File: src/scpc_pkg.sv
package scpc_pkg;
  // Byte offsets of the register port
  localparam logic [11:0] OFS_RIS = 12'h050;
  localparam logic [11:0] OFS_RESET_CAUSE = 12'h05c;
  localparam logic [11:0] OFS_RCC = 12'h060;
  localparam logic [11:0] OFS_XLATE = 12'h064;
  localparam logic [11:0] OFS_RUN_CLOCK_CONFIG_EXT = 12'h070;
  localparam logic [11:0] OFS_MAIN_OSC_CONTROL = 12'h07c;
  localparam logic [11:0] OFS_RGATE = 12'h100;
  localparam logic [11:0] OFS_SGATE = 12'h110;
  localparam logic [11:0] OFS_DGATE = 12'h120;
  localparam logic [11:0] OFS_DSCFG = 12'h144;
  // Field positions, basic run configuration
  localparam int RCC_BYPASS = 0;
  localparam int RCC_PD = 1;
  localparam int RCC_DIVUSE = 2;
  localparam int RCC_AUTOGATE = 3;
  localparam int RCC_SRC = 4;
  localparam int RCC_DIV = 8;
  localparam int RCC_CRYSTAL_SELECT = 16;
  // Field positions, extended run configuration
  localparam int RUN_CLOCK_CONFIG_EXT_SRC = 4;
  localparam int RUN_CLOCK_CONFIG_EXT_BYPASS = 11;
  localparam int RUN_CLOCK_CONFIG_EXT_PD = 13;
  localparam int RUN_CLOCK_CONFIG_EXT_USBPD = 14;
  localparam int RUN_CLOCK_CONFIG_EXT_DIV = 23;
  localparam int RUN_CLOCK_CONFIG_EXT_USE = 31;
  // Other fields
  localparam int RIS_MAIN_LOCK = 6;
  localparam int RIS_USB_LOCK = 7;
  localparam int RESET_CAUSE_OSCFAIL = 16;
  localparam int PRIMARY_CRYSTAL_OSC_CHECK = 0;
  localparam int DS_SRC = 4;
  localparam int DS_DIV = 23;
  // Reset values
  localparam logic [31:0] RCC_RST = 32'h000b_0f03;
  localparam logic [31:0] RUN_CLOCK_CONFIG_EXT_RST = 32'h0780_6800;
  localparam logic [31:0] DSCFG_RST = 32'h0780_0000;
  localparam logic [31:0] RGATE0_RST = 32'h0000_0040;
  // Source codes and timing
  localparam logic [2:0] SRC_MAIN = 3'h0;
  localparam logic [2:0] SRC_INTERNAL_OSCILLATOR = 3'h1;
  localparam logic [2:0] SRC_RTC = 3'h7;
  localparam logic [13:0] LOCK_SHORT = 14'h1200;
  localparam logic [13:0] LOCK_LONG = 14'h2400;
  localparam logic [4:0] CRYSTAL_SELECT_LONG_ABOVE = 5'h0f;
  localparam logic [5:0] POR_INTERNAL_OSCILLATOR_TICKS = 6'h20;
  localparam int PLL_VCO_MHZ = 400;
  localparam logic [7:0] PLL_PREDIV = 8'h02;

  typedef enum logic [1:0] {MODE_RUN, MODE_SLEEP, MODE_DEEP,
                            MODE_RESTORE} scpc_mode_e;
  typedef enum logic [1:0] {FAIL_OK, FAIL_SWITCH, FAIL_POR,
                            FAIL_DONE} scpc_fail_e;
  // System clock selection handed to the clock tree
  typedef struct packed {
    logic use_pll;
    logic pll_ref_rtc;
    logic [2:0] src;
    logic [7:0] divisor;
  } scpc_clk_s;
endpackage

File: src/scpc_top.sv
`timescale 1ns/1ps
// Contract
// - New crystal value retranslates PLL settings and relocks; same value does not
// - Both PLLs start powered down; clearing their power-down enables them
// - PLL runs 400 MHz, halved before the system divisor
// - Extended source code 7 makes the RTC oscillator the PLL reference
// - USB PLL uses main oscillator only; enabled by clearing its power-down
// - Normal PLL drives output; powered-down PLL drives nothing
// - Power-down to normal relocks; relocking PLL is never a clock source
// - Lock down-counter on main oscillator, loads 0x1200 or 0x2400 above 0x0f
// - PLL selected with enable stays on oscillator until lock count ends
// - Main lock raw flag readable in raw status; lock event raised
// - Enabled check seeing bad oscillator first sets failure flag in reset cause
// - Then internal oscillator enabled and system clock switched to it
// - Then internal reset for 32 internal periods, release, NMI request
// - Run mode clocks peripherals enabled in run gating registers
// - Deep sleep uses main oscillator or configured internal one, main powered down
// - PLL running at deep entry is powered down; deep divider override applies
// - Deep exit restores source and frequency before re-enabling clocks
// - WFI enters sleep, deep with deep enable; interrupt returns to run
// - Extended select makes extended fields override basic fields
// - Divisor equals system divider field plus one
module scpc_top #(
  parameter logic [13:0] LOCK_SHORT = scpc_pkg::LOCK_SHORT,
  parameter logic [13:0] LOCK_LONG = scpc_pkg::LOCK_LONG
) (
  input wire logic clock,
  input wire logic nrst,
  input wire logic [11:0] addr,
  input wire logic [31:0] wdata,
  input wire logic wr,
  input wire logic rd,
  output logic [31:0] rdata,
  input wire logic main_osc_pin,
  input wire logic internal_oscillator_pin,
  input wire logic osc_bad_pin,
  input wire logic wfi,
  input wire logic deepsleep_en,
  input wire logic wake_irq,
  output scpc_pkg::scpc_clk_s sys_clk,
  output logic main_pll_pd,
  output logic usb_pll_pd,
  output logic main_osc_pd,
  output logic internal_oscillator_en,
  output logic cpu_clk_en,
  output logic [95:0] periph_clk_en,
  output logic main_lock_event,
  output logic usb_lock_event,
  output logic int_por,
  output logic nmi_req
);
  logic [31:0] run_clock_config, run_clock_config_ext, deepsleep_clock_config;
  logic [31:0] run_gate_regs [3];
  logic [31:0] sleep_gate_regs [3];
  logic [31:0] deepsleep_gate_regs [3];
  logic [4:0] pll_translation;
  logic osc_check_enable, osc_fail_flag;
  logic [2:0] sy1, sy2, sy3;
  logic primary_crystal_osc_tick, internal_oscillator_tick, osc_bad;
  logic ext, bypass, pd_cfg, pd_eff, pd_q, usb_pd_q, ds_pll_off;
  logic [2:0] src_eff;
  logic [5:0] div_eff;
  logic [13:0] main_cnt, usb_cnt;
  logic main_lock, usb_lock, main_lock_q, usb_lock_q;
  logic relock_main, relock_usb, restored;
  logic [5:0] por_cnt;
  logic [4:0] next_crystal_select;
  scpc_pkg::scpc_mode_e mode;
  scpc_pkg::scpc_fail_e fail_st;

  // Lock wait depends on crystal range
  function automatic logic [13:0] lock_load(input logic [4:0] x);
    return (x > scpc_pkg::CRYSTAL_SELECT_LONG_ABOVE) ? LOCK_LONG : LOCK_SHORT;
  endfunction

  function automatic logic [1:0] gate_idx(input logic [11:0] a,
                                          input logic [11:0] base);
    return a[3:2] - base[3:2];
  endfunction

  function automatic logic gate_hit(input logic [11:0] a,
                                    input logic [11:0] base);
    return (a[11:4] == base[11:4]) && (a[3:2] != 2'h3) && (a[1:0] == 2'h0);
  endfunction

  // Pin inputs cross two flops; third stage feeds edge detect only
  always_ff @(posedge clock or negedge nrst) begin
    if (!nrst) begin
      sy1 <= 3'h0;
      sy2 <= 3'h0;
      sy3 <= 3'h0;
    end else begin
      sy1 <= {osc_bad_pin, internal_oscillator_pin, main_osc_pin};
      sy2 <= sy1;
      sy3 <= sy2;
    end
  end
  assign primary_crystal_osc_tick = sy2[0] & ~sy3[0];
  assign internal_oscillator_tick = sy2[1] & ~sy3[1];
  assign osc_bad = sy2[2];

  // Extended fields win when selected
  always_comb begin
    ext = run_clock_config_ext[scpc_pkg::RUN_CLOCK_CONFIG_EXT_USE];
    if (ext) begin
      bypass = run_clock_config_ext[scpc_pkg::RUN_CLOCK_CONFIG_EXT_BYPASS];
      pd_cfg = run_clock_config_ext[scpc_pkg::RUN_CLOCK_CONFIG_EXT_PD];
      src_eff = run_clock_config_ext[scpc_pkg::RUN_CLOCK_CONFIG_EXT_SRC +: 3];
      div_eff = run_clock_config_ext[scpc_pkg::RUN_CLOCK_CONFIG_EXT_DIV +: 6];
    end else begin
      bypass = run_clock_config[scpc_pkg::RCC_BYPASS];
      pd_cfg = run_clock_config[scpc_pkg::RCC_PD];
      src_eff = {1'b0, run_clock_config[scpc_pkg::RCC_SRC +: 2]};
      div_eff = {2'h0, run_clock_config[scpc_pkg::RCC_DIV +: 4]};
    end
  end
  assign pd_eff = pd_cfg | ds_pll_off;
  assign next_crystal_select = wdata[scpc_pkg::RCC_CRYSTAL_SELECT +: 5];

  // Register writes
  always_ff @(posedge clock or negedge nrst) begin
    if (!nrst) begin
      run_clock_config <= scpc_pkg::RCC_RST;
      run_clock_config_ext <= scpc_pkg::RUN_CLOCK_CONFIG_EXT_RST;
      deepsleep_clock_config <= scpc_pkg::DSCFG_RST;
      osc_check_enable <= 1'b0;
      for (int i = 0; i < 3; i++) begin
        run_gate_regs[i] <= (i == 0) ? scpc_pkg::RGATE0_RST : 32'h0;
        sleep_gate_regs[i] <= (i == 0) ? scpc_pkg::RGATE0_RST : 32'h0;
        deepsleep_gate_regs[i] <= (i == 0) ? scpc_pkg::RGATE0_RST : 32'h0;
      end
    end else if (wr) begin
      if (addr == scpc_pkg::OFS_RCC)
        run_clock_config <= wdata;
      if (addr == scpc_pkg::OFS_RUN_CLOCK_CONFIG_EXT)
        run_clock_config_ext <= wdata;
      if (addr == scpc_pkg::OFS_DSCFG)
        deepsleep_clock_config <= wdata;
      if (addr == scpc_pkg::OFS_MAIN_OSC_CONTROL)
        osc_check_enable <= wdata[scpc_pkg::PRIMARY_CRYSTAL_OSC_CHECK];
      if (gate_hit(addr, scpc_pkg::OFS_RGATE))
        run_gate_regs[gate_idx(addr, scpc_pkg::OFS_RGATE)] <= wdata;
      if (gate_hit(addr, scpc_pkg::OFS_SGATE))
        sleep_gate_regs[gate_idx(addr, scpc_pkg::OFS_SGATE)] <= wdata;
      if (gate_hit(addr, scpc_pkg::OFS_DGATE))
        deepsleep_gate_regs[gate_idx(addr, scpc_pkg::OFS_DGATE)] <= wdata;
    end
  end

  // Relock triggers: changed crystal value or leaving power-down
  assign relock_main = (wr && addr == scpc_pkg::OFS_RCC &&
    next_crystal_select != pll_translation) || (pd_q && !pd_eff);
  assign relock_usb = (wr && addr == scpc_pkg::OFS_RCC &&
    next_crystal_select != pll_translation) || (usb_pd_q && !usb_pll_pd);

  // Translated PLL setting follows the crystal value
  always_ff @(posedge clock or negedge nrst) begin
    if (!nrst)
      pll_translation <= scpc_pkg::RCC_RST[scpc_pkg::RCC_CRYSTAL_SELECT +: 5];
    else if (wr && addr == scpc_pkg::OFS_RCC)
      pll_translation <= next_crystal_select;
  end

  // Lock counters tick on main oscillator edges only
  always_ff @(posedge clock or negedge nrst) begin
    if (!nrst) begin
      main_cnt <= 14'h0;
      pd_q <= 1'b1;
    end else begin
      pd_q <= pd_eff;
      if (relock_main)
        main_cnt <= lock_load(next_crystal_select_sel());
      else if (primary_crystal_osc_tick && main_cnt != 14'h0 && !pd_eff)
        main_cnt <= main_cnt - 14'h1;
    end
  end

  always_ff @(posedge clock or negedge nrst) begin
    if (!nrst) begin
      usb_cnt <= 14'h0;
      usb_pd_q <= 1'b1;
    end else begin
      usb_pd_q <= usb_pll_pd;
      if (relock_usb)
        usb_cnt <= lock_load(next_crystal_select_sel());
      else if (primary_crystal_osc_tick && usb_cnt != 14'h0 && !usb_pll_pd)
        usb_cnt <= usb_cnt - 14'h1;
    end
  end

  // Crystal value that the new count must match
  function automatic logic [4:0] next_crystal_select_sel();
    return (wr && addr == scpc_pkg::OFS_RCC) ? next_crystal_select : pll_translation;
  endfunction

  assign main_lock = !pd_q && main_cnt == 14'h0;
  assign usb_lock = !usb_pd_q && usb_cnt == 14'h0;

  // Lock events for the interrupt controller
  always_ff @(posedge clock or negedge nrst) begin
    if (!nrst) begin
      main_lock_q <= 1'b0;
      usb_lock_q <= 1'b0;
    end else begin
      main_lock_q <= main_lock;
      usb_lock_q <= usb_lock;
    end
  end
  assign main_lock_event = main_lock & ~main_lock_q;
  assign usb_lock_event = usb_lock & ~usb_lock_q;

  // Power mode sequencing
  always_ff @(posedge clock or negedge nrst) begin
    if (!nrst)
      mode <= scpc_pkg::MODE_RUN;
    else
      unique case (mode)
        scpc_pkg::MODE_RUN: begin
          if (wfi)
            mode <= deepsleep_en ? scpc_pkg::MODE_DEEP : scpc_pkg::MODE_SLEEP;
        end
        scpc_pkg::MODE_SLEEP: begin
          if (wake_irq)
            mode <= scpc_pkg::MODE_RUN;
        end
        scpc_pkg::MODE_DEEP: begin
          if (wake_irq)
            mode <= scpc_pkg::MODE_RESTORE;
        end
        scpc_pkg::MODE_RESTORE: begin
          if (restored)
            mode <= scpc_pkg::MODE_RUN;
        end
      endcase
  end

  // Clocks come back only once the entry source is usable again
  assign restored = bypass || pd_cfg || main_lock;

  // PLL forced off for the deep-sleep stay if it was running
  always_ff @(posedge clock or negedge nrst) begin
    if (!nrst)
      ds_pll_off <= 1'b0;
    else if (mode == scpc_pkg::MODE_RUN && wfi && deepsleep_en)
      ds_pll_off <= !pd_cfg;
    else if (mode == scpc_pkg::MODE_DEEP && wake_irq)
      ds_pll_off <= 1'b0;
  end

  // Oscillator failure sequence; fallback holds until full reset
  always_ff @(posedge clock or negedge nrst) begin
    if (!nrst) begin
      fail_st <= scpc_pkg::FAIL_OK;
      por_cnt <= 6'h0;
    end else
      unique case (fail_st)
        scpc_pkg::FAIL_OK: begin
          if (osc_check_enable && osc_bad)
            fail_st <= scpc_pkg::FAIL_SWITCH;
        end
        scpc_pkg::FAIL_SWITCH: begin
          fail_st <= scpc_pkg::FAIL_POR;
          por_cnt <= scpc_pkg::POR_INTERNAL_OSCILLATOR_TICKS;
        end
        scpc_pkg::FAIL_POR: begin
          if (internal_oscillator_tick) begin
            por_cnt <= por_cnt - 6'h1;
            if (por_cnt == 6'h1)
              fail_st <= scpc_pkg::FAIL_DONE;
          end
        end
        scpc_pkg::FAIL_DONE: fail_st <= scpc_pkg::FAIL_DONE;
      endcase
  end

  // Failure flag: hardware set beats a software clear
  always_ff @(posedge clock or negedge nrst) begin
    if (!nrst)
      osc_fail_flag <= 1'b0;
    else if (fail_st == scpc_pkg::FAIL_OK && osc_check_enable && osc_bad)
      osc_fail_flag <= 1'b1;
    else if (wr && addr == scpc_pkg::OFS_RESET_CAUSE)
      osc_fail_flag <= wdata[scpc_pkg::RESET_CAUSE_OSCFAIL];
  end

  // One-cycle NMI request as the internal reset lifts
  always_ff @(posedge clock or negedge nrst) begin
    if (!nrst)
      nmi_req <= 1'b0;
    else
      nmi_req <= fail_st == scpc_pkg::FAIL_POR && internal_oscillator_tick &&
        por_cnt == 6'h1;
  end
  assign int_por = fail_st == scpc_pkg::FAIL_POR;

  // System clock selection
  always_comb begin
    sys_clk.pll_ref_rtc = ext && src_eff == scpc_pkg::SRC_RTC;
    sys_clk.use_pll = !bypass && !pd_eff && main_lock &&
      fail_st == scpc_pkg::FAIL_OK;
    sys_clk.src = src_eff;
    if (fail_st != scpc_pkg::FAIL_OK && fail_st != scpc_pkg::FAIL_SWITCH)
      sys_clk.src = scpc_pkg::SRC_INTERNAL_OSCILLATOR;
    else if (mode == scpc_pkg::MODE_DEEP)
      sys_clk.src = deepsleep_clock_config[scpc_pkg::DS_SRC +: 3];
    if (mode == scpc_pkg::MODE_DEEP && ds_pll_off)
      sys_clk.divisor = {2'h0,
        deepsleep_clock_config[scpc_pkg::DS_DIV +: 6]} + 8'h1;
    else if (run_clock_config[scpc_pkg::RCC_DIVUSE] || sys_clk.use_pll)
      sys_clk.divisor = {2'h0, div_eff} + 8'h1;
    else
      sys_clk.divisor = 8'h1;
    if (sys_clk.use_pll)
      sys_clk.divisor = {sys_clk.divisor[6:0], 1'b0};
  end

  // Oscillator and PLL power
  assign main_pll_pd = pd_eff;
  assign usb_pll_pd = run_clock_config_ext[scpc_pkg::RUN_CLOCK_CONFIG_EXT_USBPD];
  assign main_osc_pd = mode == scpc_pkg::MODE_DEEP && fail_st ==
    scpc_pkg::FAIL_OK &&
    deepsleep_clock_config[scpc_pkg::DS_SRC +: 3] != scpc_pkg::SRC_MAIN;
  assign internal_oscillator_en = fail_st != scpc_pkg::FAIL_OK || main_osc_pd ||
    src_eff == scpc_pkg::SRC_INTERNAL_OSCILLATOR;

  // Gating per mode; restore stage keeps deep gating
  always_comb begin
    logic autog;
    autog = run_clock_config[scpc_pkg::RCC_AUTOGATE];
    cpu_clk_en = mode == scpc_pkg::MODE_RUN;
    periph_clk_en = {run_gate_regs[2], run_gate_regs[1], run_gate_regs[0]};
    if (autog && mode == scpc_pkg::MODE_SLEEP)
      periph_clk_en = {sleep_gate_regs[2], sleep_gate_regs[1],
        sleep_gate_regs[0]};
    else if (autog && mode != scpc_pkg::MODE_RUN &&
      mode != scpc_pkg::MODE_SLEEP)
      periph_clk_en = {deepsleep_gate_regs[2], deepsleep_gate_regs[1],
        deepsleep_gate_regs[0]};
  end

  // Read port, data one cycle after the strobe
  always_ff @(posedge clock or negedge nrst) begin
    if (!nrst)
      rdata <= 32'h0;
    else if (rd) begin
      rdata <= 32'h0;
      if (addr == scpc_pkg::OFS_RIS)
        rdata <= 32'(main_lock) << scpc_pkg::RIS_MAIN_LOCK |
          32'(usb_lock) << scpc_pkg::RIS_USB_LOCK;
      if (addr == scpc_pkg::OFS_RESET_CAUSE)
        rdata <= 32'(osc_fail_flag) << scpc_pkg::RESET_CAUSE_OSCFAIL;
      if (addr == scpc_pkg::OFS_RCC)
        rdata <= run_clock_config;
      if (addr == scpc_pkg::OFS_XLATE)
        rdata <= 32'(pll_translation);
      if (addr == scpc_pkg::OFS_RUN_CLOCK_CONFIG_EXT)
        rdata <= run_clock_config_ext;
      if (addr == scpc_pkg::OFS_MAIN_OSC_CONTROL)
        rdata <= 32'(osc_check_enable);
      if (addr == scpc_pkg::OFS_DSCFG)
        rdata <= deepsleep_clock_config;
      if (gate_hit(addr, scpc_pkg::OFS_RGATE))
        rdata <= run_gate_regs[gate_idx(addr, scpc_pkg::OFS_RGATE)];
      if (gate_hit(addr, scpc_pkg::OFS_SGATE))
        rdata <= sleep_gate_regs[gate_idx(addr, scpc_pkg::OFS_SGATE)];
      if (gate_hit(addr, scpc_pkg::OFS_DGATE))
        rdata <= deepsleep_gate_regs[gate_idx(addr, scpc_pkg::OFS_DGATE)];
    end
  end

  // Helper for the reset length check
  logic [5:0] h_ticks;
  always_ff @(posedge clock or negedge nrst) begin
    if (!nrst)
      h_ticks <= 6'h0;
    else if (!int_por)
      h_ticks <= 6'h0;
    else if (internal_oscillator_tick)
      h_ticks <= h_ticks + 6'h1;
  end
endmodule // scpc_top

File: config.mk
export PLATFORM = sky130hd
export DESIGN_NAME = scpc_top
export DESIGN_NICKNAME = d
export VERILOG_FILES = /design/src/scpc_pkg.sv /design/src/scpc_top.sv
export SDC_FILE = /design/constraint.sdc
export NUM_CORES = 1
export LEC_CHECK = 0
export BUFFER_PORTS_ARGS = -buffer_cell sky130_fd_sc_hd__buf_4
export CORE_ASPECT_RATIO = 0.7
export CORE_MARGIN = 2
export CORE_UTILIZATION = 60
export DETAILED_ROUTE_END_ITERATION = 7
export PLACE_DENSITY_LB_ADDON = 0.05
export SLEW_MARGIN = 5
export SYNTH_ARGS = -nofsm -noshare
export SYNTH_HDL_FRONTEND = slang
export SYNTH_SLANG_ARGS = --single-unit
File: constraint.sdc
create_clock -name clock -period 8.57 [get_ports clock]
set_clock_uncertainty 0.05 [all_clocks]
set_input_delay 1.2855 -clock clock [delete_from_list [all_inputs] [get_ports clock]]
set_output_delay 1.2855 -clock clock [all_outputs]
set_load 0.01 [all_outputs]
==> results of run 1 <==
-- layer usage --
metal / routed length (µm) / track usage / part of all wire / up-vias
li1: - / - / - / 8569
met1: 32900 / 0.484 / 0.45 / 9799
met2: 33400 / 0.513 / 0.45 / 790
met3: 5670 / 0.0604 / 0.077 / 132
met4: 1840 / 0.0926 / 0.025 / 0
met5: 0 / 0 / 0 / -
-- per-stage QoR --
stage                     power, mW  area, µm²  setup WS [ns]
final                          5.13      28600           3.56
after global routing           5.30      28600           3.50
after CTS                      5.14      28600           3.60
after detailed placement       2.95      26900           3.65
after global placement         2.93      26900           3.73
after floorplan                2.72      25300           4.88
-- kinds of logic (layout without fill, tap and decap cells) --
logic type,after synthesis,count (layout),share of synthesized area
mux,571,571,0.252
flops,475,475,0.470
simple gates,564,564,0.106
fa+ha+maj,8,8,0.00395
buf+inv,221,333,0.0401
compound gates,457,457,0.115
xor+xnor,39,39,0.0135
-- power by group through the flow --
stage               sequential (mW)  combinational [mW]  clock [mW]
detailed placement             2.45               0.502           0
global route                   2.42               0.552        2.33
CTS                            2.41               0.504        2.23
finish                         2.41               0.508        2.21
floorplan                      2.41               0.317           0
global placement               2.44               0.491           0
-- cell type report --
class / count / area, µm²
well taps: 544 / 681
flip-flops and latches: 475 / 11900
inverters: 14 / 52.6
clock inverters: 13 / 165
clock buffers: 74 / 1480
fillers: 3108 / 12800
multi-input cells: 1639 / 12500
repair buffers: 232 / 1780
-- flip-flops by register name, indices dropped and copies added (netlist names), 2 cells and up --
register,count
sleep_gate_regs,96
fail_st,2
run_clock_config,32
mode,2
sy2,3
pll_translation,5
deepsleep_clock_config,32
usb_cnt,14
sy3,2
run_clock_config_ext,32
main_cnt,14
deepsleep_gate_regs,96
rdata,32
sy1,3
por_cnt,6
run_gate_regs,96
-- layout by cell type, fill, tap and decap left out, drive strengths merged, types with 30 or more instances in the layout --
| master | instances |
|---|---|
| a21oi | 176 |
| a2bb2oi | 52 |
| buf | 232 |
| clkbuf | 74 |
| dfrtp | 447 |
| mux2 | 359 |
| mux2i | 212 |
| nand2 | 146 |
| nand3 | 54 |
| nor2 | 234 |
| nor3 | 30 |
| o21ai | 92 |
-- worst paths after layout --
check | to | cells after the start
hold / removal | sy2[2] | 0
setup / recovery | sys_clk[2] | 6
max in group asynchronous | deepsleep_gate_regs[31] | 3
hold reg to reg | sy2[2] | 0
setup reg to reg | main_cnt[12] | 5
min in group asynchronous | sleep_gate_regs[2] | 1
==> summary.txt, run 1 <==
CP Buf/Inv Count -> 1
Register area share after synthesis -> 0.470
Class of the worst hold path -> flop to flop
TritonCTS clock tree -> built
First-pass GRT wire length -> 114 mm
Number of flops mapped to enable cells by yosys -> 0
Number of distinct library cells after synthesis -> 73
Final setup fails -> 0
Worst-path clk slew -> 0.06 ns
CTS root buf -> clkbuf_16
Cell family with most CP delay -> simple AND/OR/NAND/NOR gates
Pins over their slew limit -> 0
Max-cap violations -> 0
Cells after Synth -> 2335
Ys Warns -> 0
IO Port Bufs -> 203
Starting Density -> 0.613
Post-CTS resize count -> 0
Synth Cell Area -> 0.0253 mm²
Setup crit start kind -> flop
Num ports -> 204
Crit-path max cell delay -> 0.84 ns
Initial antenna violation count -> 0
Max Buffers Root-to-Sink -> 3
Die height -> 176 µm
Async SR Flop Fraction -> 1.00
Peak VDD IR -> 0.000182 V
Final #Nets -> 2471
DRC -> 0
Grt ovf -> 0
Placed cells -> 2904
Relative max-transition margin -> 0.237
Top post-synthesis cells by area -> dfrtp_1 (44%), mux2_2 (13%), mux2i_1 (8.4%)
Least-Margin Pin Slew -> 1.14 ns
CP cell instances -> mux2_2, or4_1, nor3_2, a221oi_1, a31oi_1, buf_4
Syn nets -> 2397
RSZ-0062 raised after global routing -> no
Core Area -> 0.0413 mm²
Vias/cell -> 6.45
Ant. Diodes -> 0
Vias in the first global route -> 19.1k
Comb pwr share -> 0.099
Hold path start -> sy1[2]
Fin cells -> 2991
Layout cells sized above 1 -> 0.291
Cts hold-fix bufs -> 0
DR iter-0 viols -> 2034
Die X -> 250 µm
Synth cell count leaders -> dfrtp_1 (447), mux2_2 (283), nor2_1 (229), mux2i_1 (212), a21oi_1 (176)
Power per cell area -> 179 mW/mm²
Sequential share of power -> 0.470
Worst setup path start -> run_clock_config_ext[31]
Setup bufs post-CTS -> 0
H-Tree Depth -> 2
Clk network pwr share -> 0.431
Final HPWL DP -> 46.0 mm
Layout area overhead -> 12.7%
Placer congestion estimate -> 0.877
Core Rows -> 62
DIE AREA -> 0.0439 mm²
Routed WL per cell -> 24.7 µm
Yosys top cell area share -> 0.441
Crit path DAT -> 3.67 ns
Number of buffers created by CTS -> 47
Setup Total Neg Slack -> 0 ns
Worst path slowest cell -> dfrtp_1
Flops & latches, synth -> 475
Post-synth top flop -> dfrtp_1
Req. time, crit path -> 7.23 ns
Largest net degree at the start of global routing -> 182
Routed WL -> 73.8 mm
Drt pass-1 iters -> 6
Final core utilization -> 0.691
Clk_lat worst skew -> 0.58 ns
GR Util All Layers -> 0.332
CP max FO -> 19
Reg-to-Reg Start -> run_clock_config_ext[31]
Final min period -> 5.01 ns
Outcome -> finished clean
Most numerous cell in the Yosys netlist -> dfrtp_1
Hold Slack -> 0.294 ns
CP Class -> flop to primary output
Post-synth top area cell -> dfrtp_1
Switching Share -> 0.257
Lkg Pwr -> 14.3 nW
Pint -> 3.81 mW
Net Switching -> 1.32 mW
Fin crit share -> 0.584
Hold Violations, Final -> 0
Final ANT Viol Nets -> 0
Clock Sinks -> 475
Worst R2R Setup Slack -> 5.61 ns
Max frequency -> 0.200 GHz
Worst setup EP type -> primary output
Via count -> 19.3k
Syn avg cell area -> 10.9 µm²
(Power assumes the default switching activity.)
==> run 2: changes to the inputs <==
==> constraint.sdc (replaced) <==
create_clock -name clock -period 5.2 [get_ports clock]
set_clock_uncertainty 0.05 [all_clocks]
set_input_delay 0.78 -clock clock [delete_from_list [all_inputs] [get_ports clock]]
set_output_delay 0.78 -clock clock [all_outputs]
set_load 0.01 [all_outputs]
==> run 2 against run 1 <==
  * Count of clock-buffer cells in the layout shrank 2
  * Sequential power rose by 65%
  * Global-route usage up 0.61 points
  * Critical path depth is 2 higher
  * First-iteration DRC count down 5.1%
  * Final cell count increased by 0.27%
  * Critical path type unchanged
  * Critical endpoint unchanged
==> summary.txt, run 2 (same netlist as run 1, synthesis figures left out) <==
Commonest non-fill, non-tap cell in the layout -> dfrtp_1
Relative max-transition margin -> 0.184 (-0.0532)
Hold Slack -> 0.171 ns (-0.122 ns)
Vias/cell -> 6.49 (+0.59%)
CP Class -> flop to primary output
Drt pass-1 iters -> 6 (unchanged)
IO Port Bufs -> 203 (unchanged)
Layout cells sized above 1 -> 0.292 (+0.000680)
Final min period -> 4.48 ns
First-pass GRT wire length -> 116 mm (+1.7%)
Setup Total Neg Slack -> 0 ns (unchanged)
Core Rows -> 62 (unchanged)
Worst setup EP type -> primary output
Design Power -> 8.27 mW (+61%)
Power per cell area -> 288 mW/mm² (+61%)
Clk_lat worst skew -> 0.58 ns (about the same)
Post-DP Area -> 0.0271 mm² (+0.75%)
Initial antenna violation count -> 0 (unchanged)
Max-cap violations -> 0 (unchanged)
Die X -> 250 µm (unchanged)
DRC -> 0 (unchanged)
Num ports -> 204 (unchanged)
CP Buf/Inv Count -> 2 (+1)
Max frequency -> 0.223 GHz
Largest net degree at the start of global routing -> 104 (-43%)
TritonCTS clock tree -> built
Peak VDD IR -> 0.000276 V (+51%)
CP cell instances -> inv_1, ha_1, or4b_2, or4_1, nor3_2, a221oi_1, a31oi_1, buf_4
H-Tree Depth -> 2 (unchanged)
Die height -> 176 µm (unchanged)
Final #Nets -> 2483 (+0.49%)
Layout area overhead -> 13.1%
Ant. Diodes -> 0 (unchanged)
Crit path DAT -> 3.65 ns (-0.02 ns)
Commonest cells after routing, fill and taps aside -> dfrtp_1 (447), mux2_2 (283), buf_4 (231)
Fin crit share -> 0.862
Final core utilization -> 0.693 (+0.00233)
CP max FO -> 16 (-3)
GR Util All Layers -> 0.338 (+0.00608)
Final setup fails -> 0 (unchanged)
Via count -> 19.5k (+0.86%)
Outcome -> finished clean
DIE AREA -> 0.0439 mm² (unchanged)
Placer congestion estimate -> 0.923 (+5.2%)
Setup crit start kind -> flop
Hold Violations, Final -> 0 (unchanged)
Pins over their slew limit -> 0 (unchanged)
Setup bufs post-CTS -> 0 (unchanged)
Largest regs -> deepsleep_gate_regs (96), run_gate_regs (96), sleep_gate_regs (96)
Max Buffers Root-to-Sink -> 3 (unchanged)
Worst-path clk slew -> 0.07 ns (about the same)
Core Area -> 0.0413 mm² (unchanged)
Crit-path max cell delay -> 0.73 ns (-0.11 ns)
Lkg Pwr -> 14.3 nW (+0.13%)
CTS root buf -> clkbuf_16
RSZ-0062 raised after global routing -> no
Starting Density -> 0.613 (unchanged)
Post-layout instance area -> 0.0287 mm² (+0.34%)
Grt ovf -> 0 (unchanged)
Routed WL per cell -> 24.9 µm (+0.84%)
Cell family with most CP delay -> simple AND/OR/NAND/NOR gates
Worst path slowest cell -> or4_1
Routed WL -> 74.6 mm (+1.1%)
Clock Sinks -> 475 (unchanged)
Final HPWL DP -> 47.9 mm (+4.1%)
Class of the worst hold path -> input pin to asynchronous set/reset pin
Post-CTS resize count -> 0 (unchanged)
DR iter-0 viols -> 1930 (-5.1%)
Number of buffers created by CTS -> 47 (unchanged)
Cts hold-fix bufs -> 0 (unchanged)
Vias in the first global route -> 19.3k (+0.65%)
Final ANT Viol Nets -> 0 (unchanged)
Req. time, crit path -> 4.37 ns (-2.86 ns)
Least-Margin Pin Slew -> 1.22 ns (+0.0761 ns)
-- run 2: cell count changes in the layout (fill, tap and decap cells not counted), moves of 2 or more --
| cell | delta |
|---|---|
| buf_12 | +9 |
| buf_4 | +3 |
| bufinv_16 | -2 |
| clkbuf_1 | +4 |
| clkbuf_8 | -6 |
| clkinv_2 | -5 |
| clkinvlp_4 | +4 |
-- run 2: cell type report --
type,instances,area (µm²)
multi-input cells,1639,12500
flip-flops and latches,475,11900
inverters,14,52.6
clock buffers,72,1410
well taps,544,681
repair buffers,244,1980
clock inverters,11,126
fillers,3032,12700
-- run 2: per-layer routing --
layer | vias to the layer above | part of all wire | global-route usage
met5 | - | 0 | 0
met2 | 891 | 0.44 | 0.509
met1 | 9864 | 0.45 | 0.499
li1 | 8558 | - | -
met3 | 143 | 0.079 | 0.0568
met4 | 0 | 0.033 | 0.117
-- run 2: power breakdown --
group | leakage [nW] | switching, mW | internal, mW
sequential | 6.38 | 0.160 | 3.81
combinational | 7.20 | 0.525 | 0.323
clock | 0.742 | 1.47 | 1.97
-- run 2: path summary, 6_finish.rpt --
kind | endpoint | depth (start not counted) | slack [ns] | from
worst max register to register | main_cnt[1] | 6 | 2.38 | main_cnt[0]
worst min-delay path | sleep_gate_regs[67] | 1 | 0.17 | nrst
worst max-delay path | sys_clk[2] | 8 | 0.72 | main_cnt[0]
min in group clock | sy1[0] | 1 | 0.26 | main_osc_pin
worst min register to register | sy2[1] | 0 | 0.29 | sy1[1]
max in group asynchronous | run_gate_regs[87] | 2 | 3.73 | nrst
-- run 2: metrics by stage --
stage               instances  setup WS (ns)
floorplan                2335           2.01
global placement         2916           1.30
detailed placement       2916           1.25
CTS                      2999          0.742
global route             2999          0.636
finish                   2999          0.719
==> run 3: changes to the inputs <==
--- a/config.mk
+++ b/config.mk
@@ -5,12 +5,13 @@
 export SDC_FILE = /design/constraint.sdc
 export NUM_CORES = 1
 export LEC_CHECK = 0
-export BUFFER_PORTS_ARGS = -buffer_cell sky130_fd_sc_hd__buf_4
+export BUFFER_PORTS_ARGS = -buffer_cell sky130_fd_sc_hd__clkbuf_2
 export CORE_ASPECT_RATIO = 0.7
 export CORE_MARGIN = 2
 export CORE_UTILIZATION = 60
 export DETAILED_ROUTE_END_ITERATION = 7
 export PLACE_DENSITY_LB_ADDON = 0.05
+export REMOVE_ABC_BUFFERS = 1
 export SLEW_MARGIN = 5
 export SYNTH_ARGS = -nofsm -noshare
 export SYNTH_HDL_FRONTEND = slang
==> run 3 against run 2 <==
  * Largest cell class unchanged
  * Largest power group unchanged
  * Register-to-register slack worse by 0.08 ns
  * Non-clock buffer count up 7
  * Critical endpoint is now sys_clk[5]
  * Flip-flop and latch count unchanged
==> summary.txt, run 3 (same netlist as run 1, synthesis figures left out) <==
Lkg Pwr -> 14.2 nW (-0.87%)
Class of the worst hold path -> input pin to asynchronous set/reset pin
Commonest cells after routing, fill and taps aside -> dfrtp_1 (447), mux2_2 (283), nor2_1 (228)
DIE AREA -> 0.0439 mm² (unchanged)
Final core utilization -> 0.681 (-0.0124)
Max-cap violations -> 0 (unchanged)
Power per cell area -> 292 mW/mm² (+1.4%)
Number of buffers created by CTS -> 46 (-2.1%)
Die X -> 250 µm (unchanged)
DRC -> 0 (unchanged)
CP Class -> flop to primary output
Least-Margin Pin Slew -> 1.15 ns (-0.0716 ns)
Outcome -> finished clean
Fin crit share -> 0.838 (-0.0242)
Initial antenna violation count -> 0 (unchanged)
Hold Violations, Final -> 0 (unchanged)
Post-layout instance area -> 0.0282 mm² (-1.8%)
Routed WL per cell -> 25.1 µm (+0.84%)
CTS root buf -> clkbuf_16
Core Rows -> 62 (unchanged)
CP max FO -> 16 (unchanged)
Max frequency -> 0.230 GHz (+2.9%)
GR Util All Layers -> 0.344 (+0.00554)
Crit path DAT -> 3.53 ns (-0.12 ns)
First-pass GRT wire length -> 117 mm (+0.81%)
Final #Nets -> 2489 (+0.24%)
TritonCTS clock tree -> built
Core Area -> 0.0413 mm² (unchanged)
Final min period -> 4.36 ns (-0.126 ns)
Worst setup EP type -> primary output
Clk_lat worst skew -> 0.58 ns (about the same)
Final setup fails -> 0 (unchanged)
Die height -> 176 µm (unchanged)
Post-DP Area -> 0.0266 mm² (-1.8%)
Pins over their slew limit -> 0 (unchanged)
Clock Sinks -> 475 (unchanged)
Routed WL -> 75.4 mm (+1.0%)
Layout cells sized above 1 -> 0.291 (-0.00152)
Design Power -> 8.23 mW (-0.40%)
Final HPWL DP -> 48.0 mm (+0.26%)
Vias in the first global route -> 19.4k (+0.64%)
Via count -> 19.7k (+1.2%)
Cts hold-fix bufs -> 0 (unchanged)
Ant. Diodes -> 0 (unchanged)
Placed cells -> 2923 (+0.24%)
Layout area overhead -> 11.1%
Setup crit start kind -> flop
Worst slack, placed -> 1.24 ns (-0.0173 ns)
Starting Density -> 0.613 (unchanged)
Num ports -> 204 (unchanged)
Vias/cell -> 6.55 (+0.96%)
Grt ovf -> 0 (unchanged)
Setup bufs post-CTS -> 0 (unchanged)
Largest net degree at the start of global routing -> 133 (+28%)
Post-CTS resize count -> 0 (unchanged)
RSZ-0062 raised after global routing -> no
Final ANT Viol Nets -> 0 (unchanged)
DR iter-0 viols -> 2135 (+11%)
Setup ws final -> 0.845 ns (+0.126 ns)
Fin cells -> 3005 (+0.20%)
Largest regs -> deepsleep_gate_regs (96), run_gate_regs (96), sleep_gate_regs (96)
H-Tree Depth -> 2 (unchanged)
Relative max-transition margin -> 0.234 (+0.0502)
Commonest non-fill, non-tap cell in the layout -> dfrtp_1
Max Buffers Root-to-Sink -> 3 (unchanged)
Peak VDD IR -> 0.000280 V (+1.6%)
Req. time, crit path -> 4.37 ns (about the same)
Drt pass-1 iters -> 6 (unchanged)
Worst-path clk slew -> 0.06 ns (about the same)
IO Port Bufs -> 203 (unchanged)
Placer congestion estimate -> 0.930 (+0.78%)
[run 3: layout make-up]
class | instances | area, µm²
timing repair buffer | 251 | 1500
sequential | 475 | 11900
inverter | 14 | 52.6
clock buffer | 74 | 1410
multi-input combinational | 1639 | 12500
fill | 3127 | 13200
tap | 544 | 681
clock inverter | 8 | 115
[run 3: critical path, cell delays in order, from the launching register on]
cell	delay, ns
dfrtp_1	0.41
inv_1	0.10
ha_1	0.17
or4b_2	0.59
or4_1	0.76
or3_1	0.50
a2bb2oi_1	0.16
o21ai_1	0.11
clkbuf_2	0.17
[run 3: through the flow]
| stage | TNS, ns | hold WS (ns) |
|---|---|---|
| final | 0 | 0.154 |
| after global routing | 0 | 0.198 |
| after CTS | 0 | 0.162 |
| after detailed placement | 0 | 0.291 |
| after global placement | 0 | 0.282 |
| after floorplan | -346.59 | 0.281 |
[run 3: power breakdown]
| part | switching [mW] | total (mW) | internal [mW] |
|---|---|---|---|
| combinational | 0.522 | 0.814 | 0.292 |
| clock | 1.46 | 3.46 | 2.00 |
| sequential | 0.151 | 3.96 | 3.81 |
| total | 2.13 | 8.23 | 6.10 |
[run 3: final timing paths]
kind | from | endpoint | slack [ns] | cells after the start
max reg2reg | run_clock_config_ext[31] | main_cnt[4] | 2.30 | 5
min reg2reg | sy1[0] | sy2[0] | 0.30 | 0
max in group asynchronous | nrst | sy2[0] | 3.82 | 2
max | main_cnt[0] | sys_clk[5] | 0.84 | 8
min | nrst | sleep_gate_regs[91] | 0.15 | 1
min in group clock | osc_bad_pin | sy1[2] | 0.26 | 1
[run 3: layer usage]
layer  global-route usage  vias to the layer above  share of wire  wire length, µm
met5                    0                        -              0                0
met3               0.0749                      153          0.093             6980
met1                0.503                     9988           0.44            33100
li1                     -                     8587              -                -
met2                0.513                      954           0.44            33100
met4                0.109                        0          0.028             2120
